--- config.mk ---
export PLATFORM = sky130hd
export DESIGN_NAME = uss_regs
export DESIGN_NICKNAME = d
export VERILOG_FILES = /design/src/design/uss_pkg.sv /design/src/design/uss_sync.sv /design/src/design/uss_regs.sv
export VERILOG_INCLUDE_DIRS = /design/src /design/src/design
export SDC_FILE = /design/constraint.sdc
export NUM_CORES = 1
export LEC_CHECK = 0
export BUFFER_PORTS_ARGS = -buffer_cell sky130_fd_sc_hd__buf_2
export CORE_MARGIN = 5
export CORE_UTILIZATION = 30
export CTS_BUF_LIST = sky130_fd_sc_hd__clkbuf_8
export CTS_CLUSTER_DIAMETER = 200
export DETAILED_ROUTE_END_ITERATION = 10
export MAX_ROUTING_LAYER = met4
export PLACE_DENSITY = 0.61
export SETUP_SLACK_MARGIN = 0.15
export SKIP_CTS_REPAIR_TIMING = 1
export SYNTH_ARGS = -nofsm -noshare
export SYNTH_HDL_FRONTEND = slang
export SYNTH_SLANG_ARGS = --single-unit
--- constraint.sdc ---
create_clock -name aclk -period 4.63 [get_ports aclk]
set_input_delay 0.2315 -clock aclk [delete_from_list [all_inputs] [get_ports aclk]]
set_output_delay 0.2315 -clock aclk [all_outputs]
set_load 0.1 [all_outputs]
--- src/design/uss_defs.svh ---
`ifndef USS_DEFS_SVH
`define USS_DEFS_SVH

// ****************************************************************
// Register byte addresses
// ****************************************************************
`define USS_ADDR_DATA 4'h0
`define USS_ADDR_STATUS 4'h4
`define USS_ADDR_CONTROL 4'h8

// ****************************************************************
// Field positions
// ****************************************************************
`define USS_ST_START 7
`define USS_ST_OVF 6
`define USS_ST_STOP 5
`define USS_ST_COLL 4
`define USS_ST_CNT_HI 3
`define USS_ST_CNT_LO 0
`define USS_CT_SIE 7
`define USS_CT_OIE 6
`define USS_CT_WM_HI 5
`define USS_CT_WM_LO 4
`define USS_CT_CS_HI 3
`define USS_CT_CS_LO 2
`define USS_CT_CLK 1
`define USS_CT_TC 0

// ****************************************************************
// Encodings and reset values
// ****************************************************************
`define USS_WM_OFF 2'h0
`define USS_WM_THREE 2'h1
`define USS_WM_TWO 2'h2
`define USS_WM_TWO_HOLD 2'h3
`define USS_CS_SOFT 2'h0
`define USS_CS_TIMER 2'h1
`define USS_CS_EXT_POS 2'h2
`define USS_CS_EXT_NEG 2'h3
`define USS_RESET_BYTE 8'h00
`define USS_COUNT_MAX 4'hf
`define USS_PIN_IDLE 1'b1
`define USS_RESP_OKAY 2'h0
`define USS_RESP_SLVERR 2'h2

`endif

--- src/design/uss_pkg.sv ---
`include "uss_defs.svh"

package uss_pkg;

    typedef enum logic [1:0] {
        USS_MODE_OFF = `USS_WM_OFF,
        USS_MODE_THREE = `USS_WM_THREE,
        USS_MODE_TWO_HOLD = `USS_WM_TWO_HOLD,
        USS_MODE_TWO = `USS_WM_TWO
    } uss_wire_mode_e;

    typedef logic [1:0] uss_clk_sel_t;

endpackage

--- src/design/uss_sync.sv ---
`timescale 1ns/1ps
`include "uss_defs.svh"

module uss_sync
    import uss_pkg::*;
(
    input wire logic aclk,
    input wire logic aresetn,
    input wire logic [1:0] pin_async,
    output logic [1:0] pin_level,
    output logic [1:0] pin_rise,
    output logic [1:0] pin_fall
);

    // Lines idle high, so reset to that level to avoid a false edge.
    genvar i;
    generate
        for (i = 0; i < 2; i++) begin : g_bit
            logic meta_reg;
            logic sync_reg;
            logic prev_reg;
            always_ff @(posedge aclk) begin
                if (!aresetn) begin
                    meta_reg <= `USS_PIN_IDLE;
                    sync_reg <= `USS_PIN_IDLE;
                    prev_reg <= `USS_PIN_IDLE;
                end else begin
                    meta_reg <= pin_async[i];
                    sync_reg <= meta_reg;
                    prev_reg <= sync_reg;
                end
            end
            assign pin_level[i] = sync_reg;
            assign pin_rise[i] = sync_reg & ~prev_reg;
            assign pin_fall[i] = ~sync_reg & prev_reg;
        end
    endgenerate

endmodule

--- src/design/uss_regs.sv ---
// Operation
// - Data register reads and writes the live shifter
// - CPU data write beats a coincident shift
// - Shift left on the selected clock source
// - Pin inputs feed shifter with outputs off
// - Active output pin follows bit 7 via latch
// - Latch half-transparent external, always transparent internal
// - Open latch shows new MSB, opposite edges
// - Pin driven only when direction bit set
// - Status layout start, overflow, stop, collision, count
// - Two-wire start condition sets start flag
// - Other modes, external select, clock bit clear: clock pin edge sets flag
// - Start flag interrupt, write-one clear releases hold
// - Start wakes always, overflow wakes idle only
// - Wrap sets overflow flag, write-one clears hold
// - Two-wire stop sets stop flag, no interrupt
// - Collision when bit 7 differs from pin
// - Counter readable and writable through status
// - Counter increments on the selected clock
// - External select plus clock bit: toggle counts
// - Control layout enables, mode, select, strobes
// - Pending flag interrupts once enables are set
// - Wire mode changes outputs and start/stop detection
// - Wire mode encoding, two-wire hold mode holds clock after overflow
// - Soft select: clock bit strobes both once
`timescale 1ns/1ps
`include "uss_defs.svh"

module uss_regs
    import uss_pkg::*;
(
    input wire logic aclk,
    input wire logic aresetn,
    input wire logic [3:0] s_axi_awaddr,
    input wire logic s_axi_awvalid,
    output logic s_axi_awready,
    input wire logic [31:0] s_axi_wdata,
    input wire logic [3:0] s_axi_wstrb,
    input wire logic s_axi_wvalid,
    output logic s_axi_wready,
    output logic [1:0] s_axi_bresp,
    output logic s_axi_bvalid,
    input wire logic s_axi_bready,
    input wire logic [3:0] s_axi_araddr,
    input wire logic s_axi_arvalid,
    output logic s_axi_arready,
    output logic [31:0] s_axi_rdata,
    output logic [1:0] s_axi_rresp,
    output logic s_axi_rvalid,
    input wire logic s_axi_rready,
    input wire logic serial_clock_pin,
    input wire logic data_in_pin,
    input wire logic timer0_overflow,
    input wire logic global_irq_enable,
    input wire logic idle_sleep_active,
    input wire logic do_dir_bit,
    input wire logic sda_dir_bit,
    input wire logic sda_port_bit,
    input wire logic scl_dir_bit,
    input wire logic scl_port_bit,
    output logic data_out_pin,
    output logic data_out_oe,
    output logic sda_out,
    output logic sda_oe,
    output logic scl_out,
    output logic scl_oe,
    output logic start_irq,
    output logic overflow_irq,
    output logic wake_request
);

    // ****************************************************************
    // Declarations
    // ****************************************************************
    logic [3:0] aw_addr_reg;
    logic [7:0] wdata_reg;
    logic wstrb0_reg;
    logic [3:0] rd_addr_reg;
    logic awready_reg, wready_reg, bvalid_reg, arready_reg, rvalid_reg;
    logic [1:0] bresp_reg, rresp_reg;
    logic [7:0] rdata_reg;
    logic [7:0] data_reg, data_next, data_shl;
    logic [3:0] count_reg, count_plus;
    logic start_flag_reg, ovf_flag_reg, stop_flag_reg;
    logic start_en_reg, ovf_en_reg, sw_clk_sel_reg;
    uss_wire_mode_e wire_mode_reg;
    uss_clk_sel_t clk_sel_reg;
    logic latch_reg, latch_next, transparent;
    logic start_hold_reg, ovf_hold;
    logic do_out_reg, do_oe_reg, sda_oe_reg, scl_oe_reg;
    logic start_irq_reg, ovf_irq_reg, wake_reg;
    logic [1:0] pin_level, pin_rise, pin_fall;
    logic scl_level, scl_rise, scl_fall, sda_level, sda_rise, sda_fall;
    logic wr_fire, wr_data, wr_status, wr_ctl, wr_hit;
    logic sw_strobe, tc_strobe, shift_tick, count_tick;
    logic two_wire, start_det, stop_det, ovf_event, collision;
    logic start_clr, ovf_clr, stop_clr;

    // ****************************************************************
    // Pin synchronisers
    // ****************************************************************
    uss_sync u_sync (
        .aclk(aclk),
        .aresetn(aresetn),
        .pin_async({data_in_pin, serial_clock_pin}),
        .pin_level(pin_level),
        .pin_rise(pin_rise),
        .pin_fall(pin_fall)
    );

    assign scl_level = pin_level[0];
    assign scl_rise = pin_rise[0];
    assign scl_fall = pin_fall[0];
    assign sda_level = pin_level[1];
    assign sda_rise = pin_rise[1];
    assign sda_fall = pin_fall[1];

    // ****************************************************************
    // AXI4-Lite slave
    // ****************************************************************
    // The write is performed once both address and data are held.
    assign wr_fire = ~awready_reg & ~wready_reg & ~bvalid_reg;
    assign wr_hit = wr_fire & wstrb0_reg;
    assign wr_data = wr_hit && aw_addr_reg == `USS_ADDR_DATA;
    assign wr_status = wr_hit && aw_addr_reg == `USS_ADDR_STATUS;
    assign wr_ctl = wr_hit && aw_addr_reg == `USS_ADDR_CONTROL;

    always_ff @(posedge aclk) begin
        if (!aresetn) begin
            awready_reg <= 1'b1;
            wready_reg <= 1'b1;
            bvalid_reg <= 1'b0;
            bresp_reg <= `USS_RESP_OKAY;
            aw_addr_reg <= 4'h0;
            wdata_reg <= `USS_RESET_BYTE;
            wstrb0_reg <= 1'b0;
        end else begin
            if (s_axi_awvalid && awready_reg) begin
                awready_reg <= 1'b0;
                aw_addr_reg <= s_axi_awaddr;
            end
            if (s_axi_wvalid && wready_reg) begin
                wready_reg <= 1'b0;
                wdata_reg <= s_axi_wdata[7:0];
                wstrb0_reg <= s_axi_wstrb[0];
            end
            if (wr_fire) begin
                bvalid_reg <= 1'b1;
                if (aw_addr_reg == `USS_ADDR_DATA ||
                    aw_addr_reg == `USS_ADDR_STATUS ||
                    aw_addr_reg == `USS_ADDR_CONTROL) begin
                    bresp_reg <= `USS_RESP_OKAY;
                end else begin
                    bresp_reg <= `USS_RESP_SLVERR;
                end
            end else if (bvalid_reg && s_axi_bready) begin
                bvalid_reg <= 1'b0;
                awready_reg <= 1'b1;
                wready_reg <= 1'b1;
            end
        end
    end

    // Reads have no side effect; the data word is the live shifter.
    always_ff @(posedge aclk) begin
        if (!aresetn) begin
            arready_reg <= 1'b1;
            rvalid_reg <= 1'b0;
            rdata_reg <= `USS_RESET_BYTE;
            rresp_reg <= `USS_RESP_OKAY;
            rd_addr_reg <= 4'h0;
        end else if (s_axi_arvalid && arready_reg) begin
            arready_reg <= 1'b0;
            rvalid_reg <= 1'b1;
            rd_addr_reg <= s_axi_araddr;
            rresp_reg <= `USS_RESP_OKAY;
            if (s_axi_araddr == `USS_ADDR_DATA) begin
                rdata_reg <= data_reg;
            end else if (s_axi_araddr == `USS_ADDR_STATUS) begin
                rdata_reg <= {start_flag_reg, ovf_flag_reg, stop_flag_reg,
                              collision, count_reg};
            end else if (s_axi_araddr == `USS_ADDR_CONTROL) begin
                rdata_reg <= {start_en_reg, ovf_en_reg, wire_mode_reg,
                              clk_sel_reg, 2'b00};
            end else begin
                rdata_reg <= `USS_RESET_BYTE;
                rresp_reg <= `USS_RESP_SLVERR;
            end
        end else if (rvalid_reg && s_axi_rready) begin
            rvalid_reg <= 1'b0;
            arready_reg <= 1'b1;
        end
    end

    // ****************************************************************
    // Control register
    // ****************************************************************
    always_ff @(posedge aclk) begin
        if (!aresetn) begin
            start_en_reg <= 1'b0;
            ovf_en_reg <= 1'b0;
            wire_mode_reg <= USS_MODE_OFF;
            clk_sel_reg <= `USS_CS_SOFT;
            sw_clk_sel_reg <= 1'b0;
        end else if (wr_ctl) begin
            start_en_reg <= wdata_reg[`USS_CT_SIE];
            ovf_en_reg <= wdata_reg[`USS_CT_OIE];
            wire_mode_reg <= uss_wire_mode_e'(
                wdata_reg[`USS_CT_WM_HI:`USS_CT_WM_LO]);
            clk_sel_reg <= wdata_reg[`USS_CT_CS_HI:`USS_CT_CS_LO];
            // The clock bit doubles as a source selector for the counter.
            sw_clk_sel_reg <= wdata_reg[`USS_CT_CLK];
        end
    end

    // ****************************************************************
    // Clock sources
    // ****************************************************************
    assign sw_strobe = wr_ctl & wdata_reg[`USS_CT_CLK] &
        (wdata_reg[`USS_CT_CS_HI:`USS_CT_CS_LO] == `USS_CS_SOFT);
    assign tc_strobe = wr_ctl & wdata_reg[`USS_CT_TC];

    // Pin inputs act in every wire mode, including outputs off.
    always_comb begin
        case (clk_sel_reg)
            `USS_CS_SOFT: shift_tick = sw_strobe;
            `USS_CS_TIMER: shift_tick = timer0_overflow;
            `USS_CS_EXT_POS: shift_tick = scl_rise;
            default: shift_tick = scl_fall;
        endcase
    end

    always_comb begin
        case (clk_sel_reg)
            `USS_CS_SOFT: count_tick = sw_strobe;
            `USS_CS_TIMER: count_tick = timer0_overflow;
            default: count_tick = sw_clk_sel_reg ? tc_strobe :
                (scl_rise | scl_fall);
        endcase
    end

    // ****************************************************************
    // Shift register and counter
    // ****************************************************************
    assign data_shl = {data_reg[6:0], sda_level};
    assign count_plus = count_reg + 4'h1;

    always_comb begin
        if (wr_data) begin
            data_next = wdata_reg;
        end else if (shift_tick) begin
            data_next = data_shl;
        end else begin
            data_next = data_reg;
        end
    end

    always_ff @(posedge aclk) begin
        if (!aresetn) begin
            data_reg <= `USS_RESET_BYTE;
        end else begin
            data_reg <= data_next;
        end
    end

    // A CPU load of the count wins over a coincident tick.
    always_ff @(posedge aclk) begin
        if (!aresetn) begin
            count_reg <= 4'h0;
        end else if (wr_status) begin
            count_reg <= wdata_reg[`USS_ST_CNT_HI:`USS_ST_CNT_LO];
        end else if (count_tick) begin
            count_reg <= count_plus;
        end
    end

    // ****************************************************************
    // Status flags
    // ****************************************************************
    assign two_wire = wire_mode_reg[1];
    assign start_det = (two_wire & sda_fall & scl_level) |
        (~two_wire & clk_sel_reg[1] & ~sw_clk_sel_reg &
         (scl_rise | scl_fall));
    assign stop_det = two_wire & sda_rise & scl_level;
    assign ovf_event = count_tick & ~wr_status &
        (count_reg == `USS_COUNT_MAX);
    assign collision = data_reg[7] ^ sda_level;
    assign start_clr = wr_status & wdata_reg[`USS_ST_START];
    assign ovf_clr = wr_status & wdata_reg[`USS_ST_OVF];
    assign stop_clr = wr_status & wdata_reg[`USS_ST_STOP];

    // Set wins over a write-one clear in the same cycle.
    always_ff @(posedge aclk) begin
        if (!aresetn) begin
            start_flag_reg <= 1'b0;
            ovf_flag_reg <= 1'b0;
            stop_flag_reg <= 1'b0;
        end else begin
            start_flag_reg <= start_det | (start_flag_reg & ~start_clr);
            ovf_flag_reg <= ovf_event | (ovf_flag_reg & ~ovf_clr);
            stop_flag_reg <= stop_det | (stop_flag_reg & ~stop_clr);
        end
    end

    // The hold starts when the master pulls clock low after a start.
    always_ff @(posedge aclk) begin
        if (!aresetn) begin
            start_hold_reg <= 1'b0;
        end else if (!two_wire || (start_clr && !start_det)) begin
            start_hold_reg <= 1'b0;
        end else if (start_flag_reg && scl_fall) begin
            start_hold_reg <= 1'b1;
        end
    end

    assign ovf_hold = (wire_mode_reg == USS_MODE_TWO_HOLD) &
        ovf_flag_reg;

    // ****************************************************************
    // Output latch and pins
    // ****************************************************************
    // Externally clocked, the latch opens in the half opposite the
    // sampling edge, so output and input never change together.
    assign transparent = ~clk_sel_reg[1] |
        (scl_level == clk_sel_reg[0]);
    assign latch_next = transparent ? data_next[7] : latch_reg;

    always_ff @(posedge aclk) begin
        if (!aresetn) begin
            latch_reg <= 1'b0;
        end else begin
            latch_reg <= latch_next;
        end
    end

    always_ff @(posedge aclk) begin
        if (!aresetn) begin
            do_out_reg <= 1'b0;
            do_oe_reg <= 1'b0;
            sda_oe_reg <= 1'b0;
            scl_oe_reg <= 1'b0;
        end else begin
            do_out_reg <= latch_next;
            do_oe_reg <= (wire_mode_reg == USS_MODE_THREE) &
                do_dir_bit;
            sda_oe_reg <= two_wire & sda_dir_bit &
                (~latch_next | ~sda_port_bit);
            scl_oe_reg <= two_wire & scl_dir_bit &
                (~scl_port_bit | start_hold_reg | ovf_hold);
        end
    end

    // ****************************************************************
    // Interrupt requests and wake-up
    // ****************************************************************
    // The stop flag deliberately has no request path.
    always_ff @(posedge aclk) begin
        if (!aresetn) begin
            start_irq_reg <= 1'b0;
            ovf_irq_reg <= 1'b0;
            wake_reg <= 1'b0;
        end else begin
            start_irq_reg <= start_flag_reg & start_en_reg &
                global_irq_enable;
            ovf_irq_reg <= ovf_flag_reg & ovf_en_reg &
                global_irq_enable;
            wake_reg <= (start_flag_reg & start_en_reg &
                global_irq_enable) | (ovf_flag_reg & ovf_en_reg &
                global_irq_enable & idle_sleep_active);
        end
    end

    assign s_axi_awready = awready_reg;
    assign s_axi_wready = wready_reg;
    assign s_axi_bvalid = bvalid_reg;
    assign s_axi_bresp = bresp_reg;
    assign s_axi_arready = arready_reg;
    assign s_axi_rvalid = rvalid_reg;
    assign s_axi_rresp = rresp_reg;
    assign s_axi_rdata = {24'h000000, rdata_reg};
    assign data_out_pin = do_out_reg;
    assign data_out_oe = do_oe_reg;
    assign sda_out = 1'b0;
    assign sda_oe = sda_oe_reg;
    assign scl_out = 1'b0;
    assign scl_oe = scl_oe_reg;
    assign start_irq = start_irq_reg;
    assign overflow_irq = ovf_irq_reg;
    assign wake_request = wake_reg;
endmodule

==> results.ini, run 1 <==
[run_status]
outcome=complete, no violations

[cells_and_area]
fin_cells=539
num-nets-final=465
final_cell_mix=dfxtp_1 (64), buf_2 (55), nand2_1 (53)
fillers=1038
antenna_cells=0
layout-drive-gt1-share=0.204
syn_to_final_growth_pct=15.4
final_common_cell=dfxtp_1

[global_route]
grt_start_max_net_pins=38
grt_pass1_vias=2345
antenna_found_initial=0
grt_usage=0.124
grt_first_pass_wirelength_mm=11.3
grt_overflow_total=0

[logic_synthesis]
yosys_warnings=0
synth_top_cell_area_share=0.432
syn_avg_cell_area_um2=8.38
ys_seq_elements=64
ys_seq_area_frac=0.432
synth_area_um2=2970
synth_area_leader_cell=dfxtp_1
synthArstFlopShare=0
synth_edf_count=0
synth-main-ff-cell=dfxtp_1
netlist_top_cells_area=dfxtp_1 (43%), buf_4 (7.1%), nand2_1 (6.7%)
syn_inst=354
synth_cell_type_count=49

[power]
p_sw_w=0.000411
internal-power_w=0.000842
p_per_area_nw_per_um2=366
ir_drop_mv=0.153
seqPwrFrac=0.463
pwr-share-clk=0.377
p_sw_frac=0.328
power.leakage_nw=1.45
p_comb_frac=0.160

[routing]
wirelength_mm=6.91
firstDrtPassIters=4
wire_per_inst_um=12.8
drt_iter0_drc=156
ant_nets=0
via_per_inst=4.71
via_count=2540
drcViolationCount=0

[setup_path]
r2r.worst_path.cells=5
crit_family=simple AND/OR/NAND/NOR gates
slowest_delay_ps=690
worst-path-buf-inv=0
worstPathArrival_ps=2810
worstPathRequired_ps=4900
crit_fanout=13
r2r_setup_slack_ps=2090
worstSetupEndpointType=flop
crit_type=flop to flop
crit_slowest_cell=or4b_4
cp_cell_sequence=or3_1, or4b_4, o221a_2, or3_1, a21oi_1
path_common_cell=or3_1
startpoint_type=flop
cp.depth=5

[cts]
clk_pin_slew_ps=70
cts_buffer_depth=2
tritoncts=built
htreeDepth=3
cts-root-buf=clkbuf_8
clock-sinks=64
clock_latency_ps=350
numCtsBuffers=9

[floorplanning]
rows=36
core_um2=9730
start_util=0.305
io_pins=111
die_y_um=109
design.die.area_um2=12000
die_w_um=109

[timing]
finalClockSkew_ps=8.39
fmax_mhz=393
rsz0062_at_grt=no
finalHoldViolations=0
drv_slew=0
setup_tns_ps=0
finalCriticalPeriod_ps=2540
relSlewSlack=0.564
worst_pin_slew_ps=653
post-route-period-util=0.549
finalSetupViolCount=0

[worst_hold_path]
hold_path.class=input pin to flop
hold_depth=2

[place]
dp_cells=523
port_buffers=55
place_congestion=0.823
dp_hpwl_mm=5.11

[flow_run]
drv_cap=0

-- path summary, 6_finish.rpt --
path | from | to
min reg2reg | u_sync.g_bit[1].meta_reg | u_sync.g_bit[1].sync_reg
min | data_in_pin | u_sync.g_bit[1].meta_reg
max | s_axi_wready | ovf_flag_reg
max reg2reg | s_axi_wready | ovf_flag_reg
-- worst reg2reg max path, stage by stage (launching register included) --
cell,delay [ps]
dfxtp_1,420
or3_1,510
or4b_4,690
o221a_2,350
or3_1,370
a21oi_1,120
-- power by group through the flow --
stage,registers (W),clock network [W],logic [W]
after floorplan,0.000618,0,0.000161
after global placement,0.000592,0,0.000199
after detailed placement,0.000592,0,0.000200
after CTS,0.000580,0.000489,0.000200
after global routing,0.000582,0.000516,0.000212
final,0.000580,0.000473,0.000200
-- synth_stat cells, types with 2 or more instances --
cell type  count
dfxtp_1       64
nand2_1       53
a21oi_1       29
buf_4         28
nor2_1        26
o21ai_0       22
nand3_1       18
mux2i_1       17
clkbuf_1      15
a31oi_1        9
inv_1          7
nand2b_1       7
a22oi_1        6
nor4_1         4
or4_1          4
ha_1           3
or3_1          3
a211oi_1       2
a21o_1         2
and4_1         2
buf_1          2
nor3_1         2
o21ba_2        2
xor2_1         2
-- per-layer routing --
| layer | vias up | share of wire | global-route usage |
|---|---|---|---|
| met4 | 0 | 0.0068 | 0.0312 |
| met3 | 6 | 0.080 | 0.0499 |
| met5 | - | 0 | - |
| met2 | 86 | 0.43 | 0.185 |
| li1 | 1277 | - | - |
| met1 | 1171 | 0.48 | 0.157 |
-- metrics by stage --
step / total power (W) / hold WS (ps) / setup slack, ps / area (um2) / utilization
finish: 0.00125 / 65.7 / 2090 / 3420 / 0.352
global route: 0.00131 / 50.0 / 1940 / 3420 / 0.352
CTS: 0.00127 / 59.1 / 2100 / 3420 / 0.352
detailed placement: 0.000793 / 391 / 2130 / 3230 / 0.332
global placement: 0.000791 / 395 / 2140 / 3230 / 0.332
floorplan: 0.000779 / 332 / 1980 / 3070 / -
-- layout make-up --
cell class	count	area (um2)	area share
Multi-Input combinational cell	262	1470	0.428
Sequential cell	64	1280	0.374
Clock inverter	7	72.6	0.0212
Tap cell	133	166	0.0486
Timing Repair Buffer	56	283	0.0826
Inverter	8	30.0	0.00877
Clock buffer	9	124	0.0362
-- logic make-up after synthesis --
family / count (synthesis) / synth area share
buffers and inverters: 55 / 0.108
and+or+nand+nor: 130 / 0.212
DFF: 64 / 0.432
other: 1 / 0.00126
adders and majority gates: 3 / 0.0127
muxes: 17 / 0.0574
AOI/OAI and AO/OA: 82 / 0.171
xor gates and xnor gates: 2 / 0.00591
Note: power is estimated with default switching activity, not from simulation.
==> run 2: changes to the inputs <==
--- a/config.mk
+++ b/config.mk
@@ -13,7 +13,7 @@
 export CTS_CLUSTER_DIAMETER = 200
 export DETAILED_ROUTE_END_ITERATION = 10
 export MAX_ROUTING_LAYER = met4
-export PLACE_DENSITY = 0.61
+export PLACE_DENSITY = 0.63
 export SETUP_SLACK_MARGIN = 0.15
 export SKIP_CTS_REPAIR_TIMING = 1
 export SYNTH_ARGS = -nofsm -noshare
==> constraint.sdc (replaced) <==
create_clock -name aclk -period 2.3 [get_ports aclk]
set_input_delay 0.115 -clock aclk [delete_from_list [all_inputs] [get_ports aclk]]
set_output_delay 0.115 -clock aclk [all_outputs]
set_load 0.1 [all_outputs]
==> run 2 against run 1 <==
  * Fmax grew 14%
  * Non-clock buffer count grew 15
  * First-iteration DRC count shrank 40%
  * Worst hold slack lost 58 ps
  * Sequential share of layout area shrank 1.7 points
  * Critical path depth is the same
  * Utilization grew 2.0 points
  * Clock power grew 100%
  * Register-to-register slack lost 2000 ps
  * Setup slack lost 2000 ps
  * Highest routed layer unchanged
==> results.ini, run 2 (synthesis gave the netlist of run 1 again) <==
[run_status]
outcome=complete, no violations

[floorplanning]
design.die.area_um2=12000  ; unchanged
die_y_um=109  ; unchanged
core_um2=9730  ; unchanged
rows=36  ; unchanged
die_w_um=109  ; unchanged
start_util=0.305  ; unchanged
io_pins=111  ; unchanged

[setup_path]
crit_type=flop to flop
worstSetupEndpointType=flop
crit_family=simple AND/OR/NAND/NOR gates
path_common_cell=or3_4
worstPathArrival_ps=2500  ; -310 ps
cp_cell_sequence=or3_4, or4b_4, o221a_4, or3_4, a31oi_4
slowest_delay_ps=580  ; -110 ps
crit_slowest_cell=or4b_4
worst-path-buf-inv=0  ; unchanged
startpoint_type=flop
worstPathRequired_ps=2570  ; -2330 ps
crit_fanout=7  ; -6

[cts]
numCtsBuffers=9  ; unchanged
tritoncts=built
clock_latency_ps=340  ; about the same
htreeDepth=3  ; unchanged
cts_buffer_depth=2  ; unchanged
clk_pin_slew_ps=80  ; about the same
cts-root-buf=clkbuf_8
clock-sinks=64  ; unchanged

[timing]
finalHoldViolations=0  ; unchanged
fmax_mhz=448  ; +14%
rsz0062_at_grt=yes
post-route-period-util=0.970  ; +0.421
finalSetupViolCount=0  ; unchanged
finalClockSkew_ps=15.0  ; +6.57 ps
drv_slew=0  ; unchanged
finalCriticalPeriod_ps=2230  ; -311 ps

[global_route]
grt_start_max_net_pins=29  ; -24%
grt_overflow_total=0  ; unchanged
antenna_found_initial=1  ; +1
grt_usage=0.123  ; -0.000806
grt_pass1_vias=2384  ; +1.7%
grt_first_pass_wirelength_mm=11.4  ; +0.91%

[routing]
via_per_inst=4.63  ; -1.8%
firstDrtPassIters=4  ; unchanged
via_count=2568  ; +1.1%
drt_iter0_drc=93  ; -40%
drcViolationCount=0  ; unchanged
ant_nets=0  ; unchanged
wire_per_inst_um=13.1  ; +1.9%
wirelength_mm=7.26  ; +5.0%

[cells_and_area]
syn_to_final_growth_pct=21.8
final_cell_mix=dfxtp_1 (61), buf_2 (55), nand2_1 (53)
final_common_cell=dfxtp_1
fin_util=0.371  ; +0.0195
layout-drive-gt1-share=0.235  ; +0.0307
multiInputGateArea_um2=1530  ; +4.1%
fillers=1043  ; +0.48%
num-nets-final=480  ; +3.2%
register_area_um2=1290  ; +0.88%

[place]
port_buffers=55  ; unchanged
place_congestion=0.821  ; -0.33%
dp_hpwl_mm=5.27  ; +3.1%

[worst_hold_path]
hold_path.class=input pin to flop

[power]
ir_drop_mv=0.267  ; +74%
p_per_area_nw_per_um2=703  ; +92%
power.leakage_nw=1.54  ; +6.4%
power_w=0.00254  ; +100%

[flow_run]
drv_cap=0  ; unchanged

-- run 2: final timing paths --
kind,start,endpoint,slack (ps),cells after the start
worst min-delay path,s_axi_awvalid,s_axi_awready,8,2
worst min register to register,u_sync.g_bit[1].meta_reg,u_sync.g_bit[1].sync_reg,410,1
worst max register to register,s_axi_wready,count_reg[3],70,5
worst max-delay path,s_axi_wready,count_reg[3],70,5
-- run 2: final cells by class --
cell class,instances,area share
tap,133,0.0461
clock buffer,10,0.0381
sequential,64,0.358
antenna,1,0.000693
clock inverter,6,0.0145
timing repair buffer,71,0.112
inverter,8,0.00831
multi-input combinational,262,0.422
-- run 2: per-layer routing --
metal  vias to the layer above  share of wire  track usage
met1                      1173           0.48        0.165
met2                        77           0.43        0.181
met3                         8          0.076       0.0305
li1                       1310              -            -
met4                         0          0.010       0.0427
met5                         -              0            -
-- run 2: report_power, final --
part	total [W]	switching, W	internal (W)
Sequential	0.00116	0.0000288	0.00113
Clock	0.000951	0.000434	0.000517
Combinational	0.000426	0.000353	0.0000735
Total	0.00254	0.000816	0.00173
-- run 2: worst reg2reg max path, cell delays in order, from the launching register on --
cell	delay (ps)
dfxtp_4	350
or3_4	410
or4b_4	580
o221a_4	290
or3_4	350
a31oi_4	180
-- run 2: through the flow --
step / hold WS, ps / cells / area [um2] / setup slack, ps / setup TNS (ps)
floorplan: 204 / 381 / 3120 / 37.5 / 0
global placement: 300 / 530 / 3320 / 112 / 0
detailed placement: 308 / 530 / 3320 / 83.5 / 0
CTS: -43.3 / 546 / 3510 / -11.9 / -11.9
global route: 22.3 / 555 / 3610 / 23.6 / 0
finish: 7.62 / 555 / 3610 / 67.9 / 0
